**config.mk**
```make
export PLATFORM = sky130hd
export DESIGN_NAME = abu_top
export DESIGN_NICKNAME = d
export VERILOG_FILES = /design/src/rtl/abu_pkg.sv /design/src/rtl/abu_addr_cmp.sv /design/src/rtl/abu_break_seq.sv /design/src/rtl/abu_top.sv
export SDC_FILE = /design/constraint.sdc
export NUM_CORES = 1
export LEC_CHECK = 0
export BUFFER_PORTS_ARGS = -buffer_cell sky130_fd_sc_hd__buf_2
export CAP_MARGIN = 30
export CORE_MARGIN = 2
export CORE_UTILIZATION = 43
export DETAILED_ROUTE_END_ITERATION = 12
export GPL_TIMING_DRIVEN = 0
export MAX_ROUTING_LAYER = met4
export PLACE_DENSITY_LB_ADDON = 0.05
export SETUP_SLACK_MARGIN = 0.1
export SYNTH_ARGS = -nofsm -noshare
export SYNTH_HDL_FRONTEND = slang
export SYNTH_HIERARCHICAL = 1
export SYNTH_SLANG_ARGS = --single-unit
```
**constraint.sdc**
```tcl
create_clock -name aclk -period 2.24 [get_ports aclk]
set_input_delay 0.112 -clock aclk [delete_from_list [all_inputs] [get_ports aclk]]
set_output_delay 0.112 -clock aclk [all_outputs]
set_load 0.03 [all_outputs]
```
**src/rtl/abu_pkg.sv**
```systemverilog
// Package of constants, types and decode helpers for the breakpoint unit.
package abu_pkg;
    localparam int ADDR_W = 18;
    localparam int DATA_W = 32;
    localparam int INT_W = 3;

    // Register indices; the byte address is four times the index.
    localparam logic [15:0] IDX_BP_HIGH = 16'hFE0C;
    localparam logic [15:0] IDX_BP_LOW = 16'hFE0D;
    localparam logic [15:0] IDX_STATUS_CTRL = 16'hFE0E;
    localparam logic [15:0] IDX_FLAG_CTRL = 16'hFE10;
    localparam logic [15:0] IDX_INT_STATUS = 16'hFE11;
    localparam logic [15:0] IDX_INT_MASK = 16'hFE12;

    localparam int SCR_ENABLE_BIT = 7;
    localparam int SCR_ACTIVE_BIT = 6;
    localparam int FLAG_CLEAR_EN_BIT = 7;
    localparam int INT_MATCH_BIT = 0;
    localparam int INT_SOFT_BIT = 1;
    localparam int INT_END_BIT = 2;

    localparam logic [7:0] RST_BYTE = 8'h00;
    localparam logic [INT_W-1:0] RST_INT = 3'h0;
    localparam logic [15:0] VEC_USER = 16'hFFFC;
    localparam logic [15:0] VEC_MONITOR = 16'hFEFC;
    localparam logic [1:0] RESP_OKAY = 2'h0;
    localparam logic [1:0] RESP_SLVERR = 2'h2;

    typedef enum logic [2:0] {
        ST_IDLE = 3'b001,
        ST_PENDING = 3'b010,
        ST_ACTIVE = 3'b100
    } abu_state_t;

    // Core-side view: fetch address and instruction boundary markers.
    typedef struct packed {
        logic [15:0] addr;
        logic addr_valid;
        logic instr_last;
        logic rti_exec;
    } abu_cpu_t;

    // Mode inputs from the system integration unit and pads.
    typedef struct packed {
        logic monitor_mode;
        logic hv_reset_pin;
        logic low_power;
    } abu_sys_t;

    // Outputs toward the system integration unit, timer and watchdog.
    typedef struct packed {
        logic breakpoint_request;
        logic load_soft_int;
        logic [15:0] vector_addr;
        logic break_state;
        logic timer_stop;
        logic watchdog_disable;
        logic flag_clear_allowed;
        logic wake_request;
        logic break_wakeup_flag_set;
    } abu_sys_out_t;

    function automatic logic reg_hit(logic [ADDR_W-1:0] a, logic [15:0] idx);
        reg_hit = (a == {idx, 2'b00});
    endfunction
endpackage

```
**src/rtl/abu_addr_cmp.sv**
```systemverilog
// Full-width comparator of the fetch address against the breakpoint.
module abu_addr_cmp (
    input wire abu_pkg::abu_cpu_t cpu,
    input wire logic [15:0] bp_addr,
    input wire logic enable,
    output logic match
);
    // Only program-counter fetches are presented with addr_valid, so data
    // accesses to the same address never trip the breakpoint.
    always_comb begin
        match = enable && cpu.addr_valid && (cpu.addr == bp_addr);
    end
endmodule

```
**src/rtl/abu_break_seq.sv**
```systemverilog
// Break sequencer: waits for the instruction boundary and tracks the break.
module abu_break_seq (
    input wire logic aclk,
    input wire logic aresetn,
    input wire logic trigger,
    input wire abu_pkg::abu_cpu_t cpu,
    input wire abu_pkg::abu_sys_t sys,
    output logic load_soft_int,
    output logic in_break,
    output logic request,
    output logic break_end
);
    abu_pkg::abu_state_t st_r;
    abu_pkg::abu_state_t st_nxt;
    logic boundary;

    // A sleeping core runs no instruction, so the break may start at once.
    assign boundary = cpu.instr_last || sys.low_power;

    always_comb begin
        st_nxt = st_r;
        load_soft_int = 1'b0;
        break_end = 1'b0;
        case (st_r)
            abu_pkg::ST_IDLE: begin
                if (trigger && boundary) begin
                    load_soft_int = 1'b1;
                    st_nxt = abu_pkg::ST_ACTIVE;
                end else if (trigger) begin
                    st_nxt = abu_pkg::ST_PENDING;
                end
            end
            abu_pkg::ST_PENDING: begin
                if (boundary) begin
                    load_soft_int = 1'b1;
                    st_nxt = abu_pkg::ST_ACTIVE;
                end
            end
            abu_pkg::ST_ACTIVE: begin
                if (cpu.rti_exec) begin
                    break_end = 1'b1;
                    st_nxt = abu_pkg::ST_IDLE;
                end
            end
            default: st_nxt = abu_pkg::ST_IDLE;
        endcase
    end

    always_ff @(posedge aclk) begin
        if (!aresetn) begin
            st_r <= abu_pkg::ST_IDLE;
        end else begin
            st_r <= st_nxt;
        end
    end

    assign in_break = (st_r == abu_pkg::ST_ACTIVE);
    assign request = trigger || (st_r == abu_pkg::ST_PENDING);
endmodule

```
**src/rtl/abu_top.sv**
```systemverilog
// Address breakpoint unit with AXI4-Lite registers and break control.
//
// Summary of operation
// - With matching enabled, an address equal to the breakpoint raises the request.
// - Only program-counter fetch addresses are compared, over all sixteen bits.
// - A request loads the soft interrupt opcode after the current instruction.
// - Break vector is FFFC/FFFD in user mode, FEFC/FEFD in monitor mode.
// - A match on an instruction's last cycle starts the break at once.
// - Hardware sets the break-active bit on every breakpoint address match.
// - Software writing one to break-active starts a break without any match.
// - Writing zero clears break-active; reset clears it too.
// - Match enable is read/write bit 7; zero or reset disables matching.
// - Two byte registers hold the breakpoint address halves; reset clears both.
// - Status/control: bit 7 enable, bit 6 active, bits 5 to 0 read zero.
// - The interrupt-return opcode in the break routine ends the break.
// - The timer counter is held stopped while a break is in progress.
// - During a break the watchdog is disabled when reset-pin high voltage exists.
// - During break, status flags clear only when the flag-clear enable is set.
// - A break wakes the device from wait or stop and sets wakeup flag.
// - Flag-clear enable is read/write; one allows, zero blocks clearing in break.
//
// The AXI4-Lite interface to the registers is this design's own decision.
module abu_top (
    input wire logic aclk,
    input wire logic aresetn,
    input wire logic [abu_pkg::ADDR_W-1:0] s_axi_awaddr,
    input wire logic [2:0] s_axi_awprot,
    input wire logic s_axi_awvalid,
    output logic s_axi_awready,
    input wire logic [abu_pkg::DATA_W-1:0] s_axi_wdata,
    input wire logic [3:0] s_axi_wstrb,
    input wire logic s_axi_wvalid,
    output logic s_axi_wready,
    output logic [1:0] s_axi_bresp,
    output logic s_axi_bvalid,
    input wire logic s_axi_bready,
    input wire logic [abu_pkg::ADDR_W-1:0] s_axi_araddr,
    input wire logic [2:0] s_axi_arprot,
    input wire logic s_axi_arvalid,
    output logic s_axi_arready,
    output logic [abu_pkg::DATA_W-1:0] s_axi_rdata,
    output logic [1:0] s_axi_rresp,
    output logic s_axi_rvalid,
    input wire logic s_axi_rready,
    input wire abu_pkg::abu_cpu_t cpu,
    input wire abu_pkg::abu_sys_t sys,
    output abu_pkg::abu_sys_out_t sys_out,
    output logic irq
);
    // Write channel capture state.
    logic aw_have_r;
    logic aw_have_nxt;
    logic [abu_pkg::ADDR_W-1:0] aw_addr_r;
    logic [abu_pkg::ADDR_W-1:0] aw_addr_nxt;
    logic w_have_r;
    logic w_have_nxt;
    logic [7:0] w_data_r;
    logic [7:0] w_data_nxt;
    logic w_lane_r;
    logic w_lane_nxt;
    logic bvalid_r;
    logic bvalid_nxt;
    logic [1:0] bresp_r;
    logic [1:0] bresp_nxt;

    // Read channel state.
    logic rvalid_r;
    logic rvalid_nxt;
    logic [7:0] rdata_r;
    logic [7:0] rdata_nxt;
    logic [1:0] rresp_r;
    logic [1:0] rresp_nxt;

    // Software-visible registers.
    logic [7:0] bp_high_r;
    logic [7:0] bp_high_nxt;
    logic [7:0] bp_low_r;
    logic [7:0] bp_low_nxt;
    logic enable_r;
    logic enable_nxt;
    logic active_r;
    logic active_nxt;
    logic clear_en_r;
    logic clear_en_nxt;
    logic [abu_pkg::INT_W-1:0] int_stat_r;
    logic [abu_pkg::INT_W-1:0] int_stat_nxt;
    logic [abu_pkg::INT_W-1:0] int_mask_r;
    logic [abu_pkg::INT_W-1:0] int_mask_nxt;

    // Registered system outputs.
    logic [15:0] vector_r;
    logic [15:0] vector_nxt;
    logic wake_flag_r;
    logic wake_flag_nxt;

    logic wr_fire;
    logic wr_mapped;
    logic lane_ok;
    logic wr_scr;
    logic match;
    logic soft_break;
    logic trigger;
    logic load_soft_int;
    logic in_break;
    logic request;
    logic break_end;
    logic [abu_pkg::INT_W-1:0] int_events;

    // A write is carried out once both address and data are held.
    assign wr_fire = aw_have_r && w_have_r && !bvalid_r;
    assign lane_ok = wr_fire && w_lane_r;
    assign wr_mapped = abu_pkg::reg_hit(aw_addr_r, abu_pkg::IDX_BP_HIGH)
                    || abu_pkg::reg_hit(aw_addr_r, abu_pkg::IDX_BP_LOW)
                    || abu_pkg::reg_hit(aw_addr_r, abu_pkg::IDX_STATUS_CTRL)
                    || abu_pkg::reg_hit(aw_addr_r, abu_pkg::IDX_FLAG_CTRL)
                    || abu_pkg::reg_hit(aw_addr_r, abu_pkg::IDX_INT_STATUS)
                    || abu_pkg::reg_hit(aw_addr_r, abu_pkg::IDX_INT_MASK);
    assign wr_scr = lane_ok
                 && abu_pkg::reg_hit(aw_addr_r, abu_pkg::IDX_STATUS_CTRL);

    assign s_axi_awready = !aw_have_r && !bvalid_r;
    assign s_axi_wready = !w_have_r && !bvalid_r;
    assign s_axi_arready = !rvalid_r;
    assign s_axi_bvalid = bvalid_r;
    assign s_axi_bresp = bresp_r;
    assign s_axi_rvalid = rvalid_r;
    assign s_axi_rresp = rresp_r;
    assign s_axi_rdata = {24'h000000, rdata_r};

    abu_addr_cmp u_cmp (
        .cpu(cpu),
        .bp_addr({bp_high_r, bp_low_r}),
        .enable(enable_r),
        .match(match)
    );

    // Writing one to the active bit is itself a break request.
    assign soft_break = wr_scr && w_data_r[abu_pkg::SCR_ACTIVE_BIT];
    assign trigger = match || soft_break;

    abu_break_seq u_seq (
        .aclk(aclk),
        .aresetn(aresetn),
        .trigger(trigger),
        .cpu(cpu),
        .sys(sys),
        .load_soft_int(load_soft_int),
        .in_break(in_break),
        .request(request),
        .break_end(break_end)
    );

    // Bus write channel group.
    always_comb begin
        aw_have_nxt = aw_have_r;
        aw_addr_nxt = aw_addr_r;
        w_have_nxt = w_have_r;
        w_data_nxt = w_data_r;
        w_lane_nxt = w_lane_r;
        bvalid_nxt = bvalid_r;
        bresp_nxt = bresp_r;
        if (s_axi_awvalid && s_axi_awready) begin
            aw_have_nxt = 1'b1;
            aw_addr_nxt = s_axi_awaddr;
        end
        if (s_axi_wvalid && s_axi_wready) begin
            w_have_nxt = 1'b1;
            w_data_nxt = s_axi_wdata[7:0];
            w_lane_nxt = s_axi_wstrb[0];
        end
        if (wr_fire) begin
            aw_have_nxt = 1'b0;
            w_have_nxt = 1'b0;
            bvalid_nxt = 1'b1;
            bresp_nxt = wr_mapped ? abu_pkg::RESP_OKAY : abu_pkg::RESP_SLVERR;
        end
        if (bvalid_r && s_axi_bready) begin
            bvalid_nxt = 1'b0;
        end
    end

    always_ff @(posedge aclk) begin
        if (!aresetn) begin
            aw_have_r <= 1'b0;
            aw_addr_r <= '0;
            w_have_r <= 1'b0;
            w_data_r <= abu_pkg::RST_BYTE;
            w_lane_r <= 1'b0;
            bvalid_r <= 1'b0;
            bresp_r <= abu_pkg::RESP_OKAY;
        end else begin
            aw_have_r <= aw_have_nxt;
            aw_addr_r <= aw_addr_nxt;
            w_have_r <= w_have_nxt;
            w_data_r <= w_data_nxt;
            w_lane_r <= w_lane_nxt;
            bvalid_r <= bvalid_nxt;
            bresp_r <= bresp_nxt;
        end
    end

    // Bus read channel group; reads have no side effects.
    always_comb begin
        rvalid_nxt = rvalid_r;
        rdata_nxt = rdata_r;
        rresp_nxt = rresp_r;
        if (s_axi_arvalid && s_axi_arready) begin
            rvalid_nxt = 1'b1;
            rresp_nxt = abu_pkg::RESP_OKAY;
            rdata_nxt = abu_pkg::RST_BYTE;
            if (abu_pkg::reg_hit(s_axi_araddr, abu_pkg::IDX_BP_HIGH)) begin
                rdata_nxt = bp_high_r;
            end else if (abu_pkg::reg_hit(s_axi_araddr,
                                          abu_pkg::IDX_BP_LOW)) begin
                rdata_nxt = bp_low_r;
            end else if (abu_pkg::reg_hit(s_axi_araddr,
                                          abu_pkg::IDX_STATUS_CTRL)) begin
                rdata_nxt = {enable_r, active_r, 6'h00};
            end else if (abu_pkg::reg_hit(s_axi_araddr,
                                          abu_pkg::IDX_FLAG_CTRL)) begin
                rdata_nxt = {clear_en_r, 7'h00};
            end else if (abu_pkg::reg_hit(s_axi_araddr,
                                          abu_pkg::IDX_INT_STATUS)) begin
                rdata_nxt = {5'h00, int_stat_r};
            end else if (abu_pkg::reg_hit(s_axi_araddr,
                                          abu_pkg::IDX_INT_MASK)) begin
                rdata_nxt = {5'h00, int_mask_r};
            end else begin
                rresp_nxt = abu_pkg::RESP_SLVERR;
            end
        end else if (rvalid_r && s_axi_rready) begin
            rvalid_nxt = 1'b0;
        end
    end

    always_ff @(posedge aclk) begin
        if (!aresetn) begin
            rvalid_r <= 1'b0;
            rdata_r <= abu_pkg::RST_BYTE;
            rresp_r <= abu_pkg::RESP_OKAY;
        end else begin
            rvalid_r <= rvalid_nxt;
            rdata_r <= rdata_nxt;
            rresp_r <= rresp_nxt;
        end
    end

    assign int_events[abu_pkg::INT_MATCH_BIT] = match;
    assign int_events[abu_pkg::INT_SOFT_BIT] = soft_break;
    assign int_events[abu_pkg::INT_END_BIT] = break_end;

    // Register file group.
    always_comb begin
        bp_high_nxt = bp_high_r;
        bp_low_nxt = bp_low_r;
        enable_nxt = enable_r;
        active_nxt = active_r;
        clear_en_nxt = clear_en_r;
        int_stat_nxt = int_stat_r;
        int_mask_nxt = int_mask_r;
        if (lane_ok && abu_pkg::reg_hit(aw_addr_r, abu_pkg::IDX_BP_HIGH)) begin
            bp_high_nxt = w_data_r;
        end
        if (lane_ok && abu_pkg::reg_hit(aw_addr_r, abu_pkg::IDX_BP_LOW)) begin
            bp_low_nxt = w_data_r;
        end
        if (wr_scr) begin
            enable_nxt = w_data_r[abu_pkg::SCR_ENABLE_BIT];
            active_nxt = w_data_r[abu_pkg::SCR_ACTIVE_BIT];
        end
        // A match in the same cycle as a clearing write still leaves it set.
        if (match) begin
            active_nxt = 1'b1;
        end
        if (lane_ok
            && abu_pkg::reg_hit(aw_addr_r, abu_pkg::IDX_FLAG_CTRL)) begin
            clear_en_nxt = w_data_r[abu_pkg::FLAG_CLEAR_EN_BIT];
        end
        if (lane_ok
            && abu_pkg::reg_hit(aw_addr_r, abu_pkg::IDX_INT_MASK)) begin
            int_mask_nxt = w_data_r[abu_pkg::INT_W-1:0];
        end
        // Clearing applies its own block flags, so it honours the clear gate.
        if (lane_ok && (!in_break || clear_en_r)
            && abu_pkg::reg_hit(aw_addr_r, abu_pkg::IDX_INT_STATUS)) begin
            int_stat_nxt = int_stat_r & ~w_data_r[abu_pkg::INT_W-1:0];
        end
        int_stat_nxt = int_stat_nxt | int_events;
    end

    always_ff @(posedge aclk) begin
        if (!aresetn) begin
            bp_high_r <= abu_pkg::RST_BYTE;
            bp_low_r <= abu_pkg::RST_BYTE;
            enable_r <= 1'b0;
            active_r <= 1'b0;
            clear_en_r <= 1'b0;
            int_stat_r <= abu_pkg::RST_INT;
            int_mask_r <= abu_pkg::RST_INT;
        end else begin
            bp_high_r <= bp_high_nxt;
            bp_low_r <= bp_low_nxt;
            enable_r <= enable_nxt;
            active_r <= active_nxt;
            clear_en_r <= clear_en_nxt;
            int_stat_r <= int_stat_nxt;
            int_mask_r <= int_mask_nxt;
        end
    end

    // System output group. The vector follows the mode one cycle late;
    // monitor mode is fixed well before any break can be taken.
    always_comb begin
        vector_nxt = sys.monitor_mode ? abu_pkg::VEC_MONITOR
                                      : abu_pkg::VEC_USER;
        wake_flag_nxt = load_soft_int && sys.low_power;
    end

    always_ff @(posedge aclk) begin
        if (!aresetn) begin
            vector_r <= abu_pkg::VEC_USER;
            wake_flag_r <= 1'b0;
        end else begin
            vector_r <= vector_nxt;
            wake_flag_r <= wake_flag_nxt;
        end
    end

    always_comb begin
        sys_out.breakpoint_request = request;
        sys_out.load_soft_int = load_soft_int;
        sys_out.vector_addr = vector_r;
        sys_out.break_state = in_break;
        sys_out.timer_stop = in_break;
        sys_out.watchdog_disable = in_break && sys.hv_reset_pin;
        sys_out.flag_clear_allowed = in_break && clear_en_r;
        sys_out.wake_request = (load_soft_int || in_break)
                             && sys.low_power;
        sys_out.break_wakeup_flag_set = wake_flag_r;
    end

    assign irq = |(int_stat_r & int_mask_r);
endmodule

```
==> impl_metrics.toml, run 1 <==
[layout]
final_cells = 728
syn2layout_area_growth_pct = 36.6
layout_common_cells = "96 x buf_2, 85 x nand2_1, 57 x dfxtp_1, 55 x buf_4, 41 x conb_1"
layout_commonest_cell = "buf_2"
stdcell_area_um2 = 5140
diodes = 0
final_nets = 722
finalCoreUtilization_pct = 59.9
drive_above_1_share_pct = 35.8
fillers = 819

[global_routing]
antenna_found_initial = 0
grt.met3_usage_pct = 5.47
grt_usage_pct = 20.8
use_met2_pct = 33.7
grt_max_degree = 12
grt_pass1_wl_mm = 15.7
grt_use_met1_pct = 25.8
busiest_layer = "met2"
overflow = 0
grt_pass1_vias = 3318

[drt]
vias = 3501
dr.pass1.iters = 4
wl_per_cell_um = 13.2
ant_nets = 0
drc_errors = 0
routed_wirelength_mm = 9.61
drt_iter0_drc = 133
via_per_inst = 4.81

[logic_synthesis]
synth_cell_types = 57
synth_warnings = 6
synth_edf_count = 0
ys_async_sr_fraction_pct = 0
ys_seq_area_share_pct = 37.8
synth_seq_cells = 71
synth_flop_cell = "dfxtp_1"
avgSynthCellArea_um2 = 8.62
syn_area_um2 = 3760
syn_inst = 437

[critical_path]
cpMaxStageDelayCell = "or4_4"
r2r_cells = 10
critPathRequiredTime_ps = 2130
crit_arrival_ps = 2590
critPathMaxStageDelay_ps = 560
endpoint_kind = "output pin"
r2r_slack_ps = -10
cp_top_family = "simple AND/OR/NAND/NOR gates"
path_common_cell = "nor2_2"
crit_type = "reg -> out"
worst-path-stages = 11
crit_buf_inv = 2
r2r_start = "bp_high_r[2]"
cp_max_fo = 3
path_cells = "xnor2_1, nand4_1, or4_4, nor4_4, inv_2, nand2_2, nor4bb_4, nor2_2, nor2_2, o21a_2, buf_6"
reg2reg_to = "u_seq/st_r[0]"
cp-start-kind = "flop"

[timing]
relSlewSlack_pct = 60.0
rsz0062_at_grt = "yes"
setup_viol = 4
hold_viol = 0
period_share_pct = 121
worst_slack_ps = -465
max_freq_mhz = 370
fin_skew_ps = 9.40
max_slew.worst_pin.slew_ps = 594
timing.hold.ws_ps = 17.8
fin_crit_ps = 2710
tns_ps = -992
drv_slew = 0

[clock_network]
cts.sinks = 71
clockBufferDepth = 2
cts_max_level = 3
cts_root_buf = "clkbuf_8"
cts-buffers-inserted = 9
path_clk_slew_ps = 80
cts_tree = "yes"
insertion_delay_ps = 340

[place]
io_buffers = 98
dp_hpwl_mm = 7.12
place_inst = 682
gp_congestion = 0.879
placed_area_um2 = 4560

[floorplanning]
die-area_um2 = 9520
start_util_pct = 43.8
core_area_um2 = 8590
ios = 173
die_x_um = 97.6
dieHeight_um = 97.6
num_rows = 34

[hold_path]
min-delay-start = "s_axi_awaddr[4]"
hp-class = "in -> reg"
hold_end = "aw_addr_r[4]"
min_delay_path_depth = 3

[status]
violations = "setup timing"
outcome = "finished, violations left"

[pwr]
ir_drop_mv = 0.373
powerDensity_nw_per_um2 = 537
p_leak_uw = 0.00235

[job]
drv_cap = 0
flip-flops by register name, summed over array words and instances (netlist names), 3 cells and up:
| register | cells |
|---|---|
| aw_addr_r | 18 |
| bp_high_r | 8 |
| bp_low_r | 8 |
| rdata_r | 8 |
| w_data_r | 8 |
| int_mask_r | 3 |
| int_stat_r | 3 |
| u_seq/st_r | 3 |
how the worst max path moves through the flow:
stage                             from          to  slack [ps]
after global routing      bp_high_r[1]  sys_out[1]        -620
final                     bp_high_r[2]  sys_out[1]        -470
after floorplan           s_axi_bvalid  sys_out[1]          60
after detailed placement   bp_low_r[0]  sys_out[1]        -420
after CTS                 bp_high_r[2]  sys_out[1]        -520
after global placement     bp_low_r[0]  sys_out[1]        -410
synth_stat cells, drive strengths merged (2+ instances only):
cell type,instances,area [µm²]
clkbuf,13,48.8
nand2,86,323
a31oi,6,37.5
and3,3,18.8
mux2i,18,180
nor3,3,15.0
dfxtp,71,1420
conb,2,7.51
and2,5,31.3
mux2,4,45.0
xor2,3,26.3
or4,3,30.0
nand4bb,3,33.8
nand4,9,62.6
nor3b,6,50.1
inv,10,37.5
buf,47,350
nor4,8,120
nand3b,6,57.6
a22o,3,26.3
a21oi,38,190
o41ai,2,32.5
nor2,13,58.8
o21ai,16,80.1
nand2b,4,32.5
and3b,3,26.3
nand3,10,75.1
a32oi,6,52.6
xnor2,13,114
nor2b,6,37.5
nor4b,3,26.3
stage by stage:
step	power (µW)	setup slack [ps]
2_1_floorplan	1700	60.1
3_3_place_gp	1830	-409
3_5_place_dp	1840	-424
4_1_cts	2780	-516
5_1_grt	2890	-618
6_report	2760	-465
where the power goes:
group	switching (µW)	internal (µW)	total [µW]
clock	462	460	922
combinational	300	200	499
sequential	39.0	1300	1340
metal layers:
layer / wire, µm / vias up
li1: - / 1800
met1: 4340 / 1579
met3: 570 / 10
met4: 137 / 0
met5: 0 / -
met2: 4560 / 112
repair_timing:
item / CTS / global route
hold buffers: 18 / 0
endpoints found under the setup margin: 7 / 9
gates resized for setup: 33 / 8
setup buffers: 12 / 5
pin swaps: 17 / 6
hold endpoints to repair: 17 / 0
area by class of cell:
| class | instances | area (µm²) | area share [%] |
|---|---|---|---|
| sequential | 71 | 1440 | 28.1 |
| timing repair buffer | 128 | 791 | 15.4 |
| buffer | 60 | 399 | 7.76 |
| inverter | 11 | 41.3 | 0.803 |
| clock buffer | 13 | 159 | 3.09 |
| multi-input combinational | 334 | 2160 | 41.9 |
| tap | 108 | 135 | 2.63 |
| clock inverter | 3 | 17.5 | 0.341 |
cells by family (layout without fill, tap and decap cells):
family,count (synthesis),in the layout,share of synthesized area (%)
simple gates,177,177,28.0
compound gates,78,78,12.7
flops,71,71,37.8
buf+inv,71,215,11.7
mux,22,22,5.98
xor+xnor,16,16,3.72
other cells,2,41,0.199
worst min-delay path, delay by kind of cell:
family | cells | cell delay, ps
simple gates | 1 | 50
compound gates | 1 | 50
buf+inv | 1 | 90
Power figures use the tool's default switching activity.
==> inputs of run 2 (changes only) <==
PLACE_DENSITY = 0.79   (was not set)
PLACE_DENSITY_LB_ADDON = not set   (was 0.05)
==> run 2 against run 1 <==
Net effect:
- final area shrank 2.5%
- largest cell class unchanged
- worst setup slack gained 61 ps
- global-route usage shrank 0.39 points
- sequential power is essentially flat
- die area is the same
- power grew 2.0%
- flip-flop and latch count is the same
- critical endpoint unchanged
- the run still ends with setup timing left
- maximum frequency grew 2.3%
==> impl_metrics.toml, run 2 (synthesis results as in run 1) <==
[clock_network]
cts_tree = "yes"
path_clk_slew_ps = 80
cts_root_buf = "clkbuf_8"
insertion_delay_ps = 340
cts.sinks = 71
cts_max_level = 3
clockBufferDepth = 2
cts-buffers-inserted = 9

[critical_path]
critPathRequiredTime_ps = 2130
crit_arrival_ps = 2530
r2r_slack_ps = 60
cp-start-kind = "flop"
cp_max_fo = 3
r2r_start = "bp_low_r[3]"
startpoint = "bp_low_r[3]"
crit_type = "reg -> out"
r2r_cells = 10
reg2reg_to = "u_seq/st_r[0]"
endpoint_kind = "output pin"

[timing]
drv_slew = 0
timing.hold.ws_ps = 11.1
tns_ps = -830
relSlewSlack_pct = 58.9
fin_crit_ps = 2640
hold_viol = 0
period_share_pct = 118
worst_slack_ps = -404
rsz0062_at_grt = "yes"
fin_skew_ps = 9.53
max_slew.worst_pin.slew_ps = 617
max_freq_mhz = 378
setup_viol = 3

[floorplanning]
die-area_um2 = 9520
die_x_um = 97.6
core_area_um2 = 8590
start_util_pct = 43.8
dieHeight_um = 97.6
ios = 173
num_rows = 34

[place]
gp_congestion = 0.861
dp_hpwl_mm = 7.35
post-place-ws_ps = -419
io_buffers = 98
place_inst = 682

[drt]
met3_length_um = 667
routed_wirelength_mm = 9.54
drc_errors = 0
drt_iter0_drc = 162
dr.pass1.iters = 4
wl_per_cell_um = 13.3
via_per_inst = 4.85
ant_nets = 0
vias = 3476
drt-met1-wl_mm = 4.12
met2_length_mm = 4.69
top_layer_used = "met4"

[layout]
layout_commonest_cell = "buf_2"
top_register = "aw_addr_r"
diodes = 0
layout_common_cells = "96 x buf_2, 85 x nand2_1, 58 x dfxtp_1, 55 x buf_4, 41 x conb_1"
largest_reg_flops = 18
final_cells = 717
final_nets = 711
syn2layout_area_growth_pct = 33.2
drive_above_1_share_pct = 35.5

[status]
violations = "setup timing"
outcome = "finished, violations left"

[pwr]
p_leak_uw = 0.00230
powerDensity_nw_per_um2 = 562
ir_drop_mv = 0.450

[global_routing]
antenna_found_initial = 0
grt_usage_pct = 20.5
grt_pass1_vias = 3357
overflow = 0
grt_max_degree = 13
grt_pass1_wl_mm = 15.6

[hold_path]
hold_end = "aw_addr_r[15]"
min_delay_path_depth = 3
hp-class = "in -> reg"
min-delay-start = "s_axi_awaddr[15]"

[job]
drv_cap = 0
==> run 2: changes by cell type in the layout (fill, tap and decap cells not counted), moves of 2 or more <==
cell	before	now
a31oi_1	4	6
dlygate4sd3_1	18	10
a31oi_4	2	0
buf_6	6	3
==> run 2: worst max-delay path, stage by stage, from the launching register on <==
cell      delay, ps
dfxtp_2         340
xnor2_2         130
nand4_1         110
or4_4           560
nor4_4          210
inv_2            80
nand2_2          70
nor4bb_4        200
nor2_2           80
nor2_2          150
o21a_2          140
buf_6           120
==> run 2: worst max-delay path by stage <==
stage | endpoint | slack, ps
CTS | sys_out[1] | -500
global route | sys_out[1] | -540
floorplan | sys_out[1] | 60
finish | sys_out[1] | -400
detailed placement | sys_out[1] | -420
global placement | sys_out[1] | -370
==> run 2: repair_timing <==
item / in CTS / in global routing
endpoints found under the setup margin: 7 / 7
setup buffers: 7 / 2
endpoints found under the hold margin: 9 / 0
pin swaps: 13 / 5
hold buffers: 10 / 0
resized for setup: 23 / 6
==> run 2: power breakdown <==
part	internal (µW)	switching, µW	total, µW
sequential	1300	37.0	1340
clock	501	483	984
combinational	191	302	492
total	1990	822	2820
==> run 2: through the flow <==
| step | power (µW) | utilization, % | area, µm² |
|---|---|---|---|
| after CTS | 2820 | 57.8 | 4970 |
| after detailed placement | 1840 | 53.0 | 4560 |
| after floorplan | 1700 | - | 3930 |
| after global placement | 1830 | 53.0 | 4560 |
| final | 2820 | 58.4 | 5010 |
| after global routing | 2940 | 58.4 | 5010 |
==> run 2: layout make-up <==
cell class | count | area [µm²]
clock buffers | 12 | 166
multi-input cells | 334 | 2130
well taps | 108 | 135
plain buffers | 60 | 399
fillers | 775 | 3580
flip-flops and latches | 71 | 1440
clock inverters | 4 | 26.3
repair buffers | 117 | 677
inverters | 11 | 41.3
==> run 2: per-layer routing <==
metal  track usage, %  vias to the layer above
met3             4.82                        7
li1                 -                     1777
met1             24.8                     1561
met4             5.02                        0
met2             34.5                      131
met5                -                        -
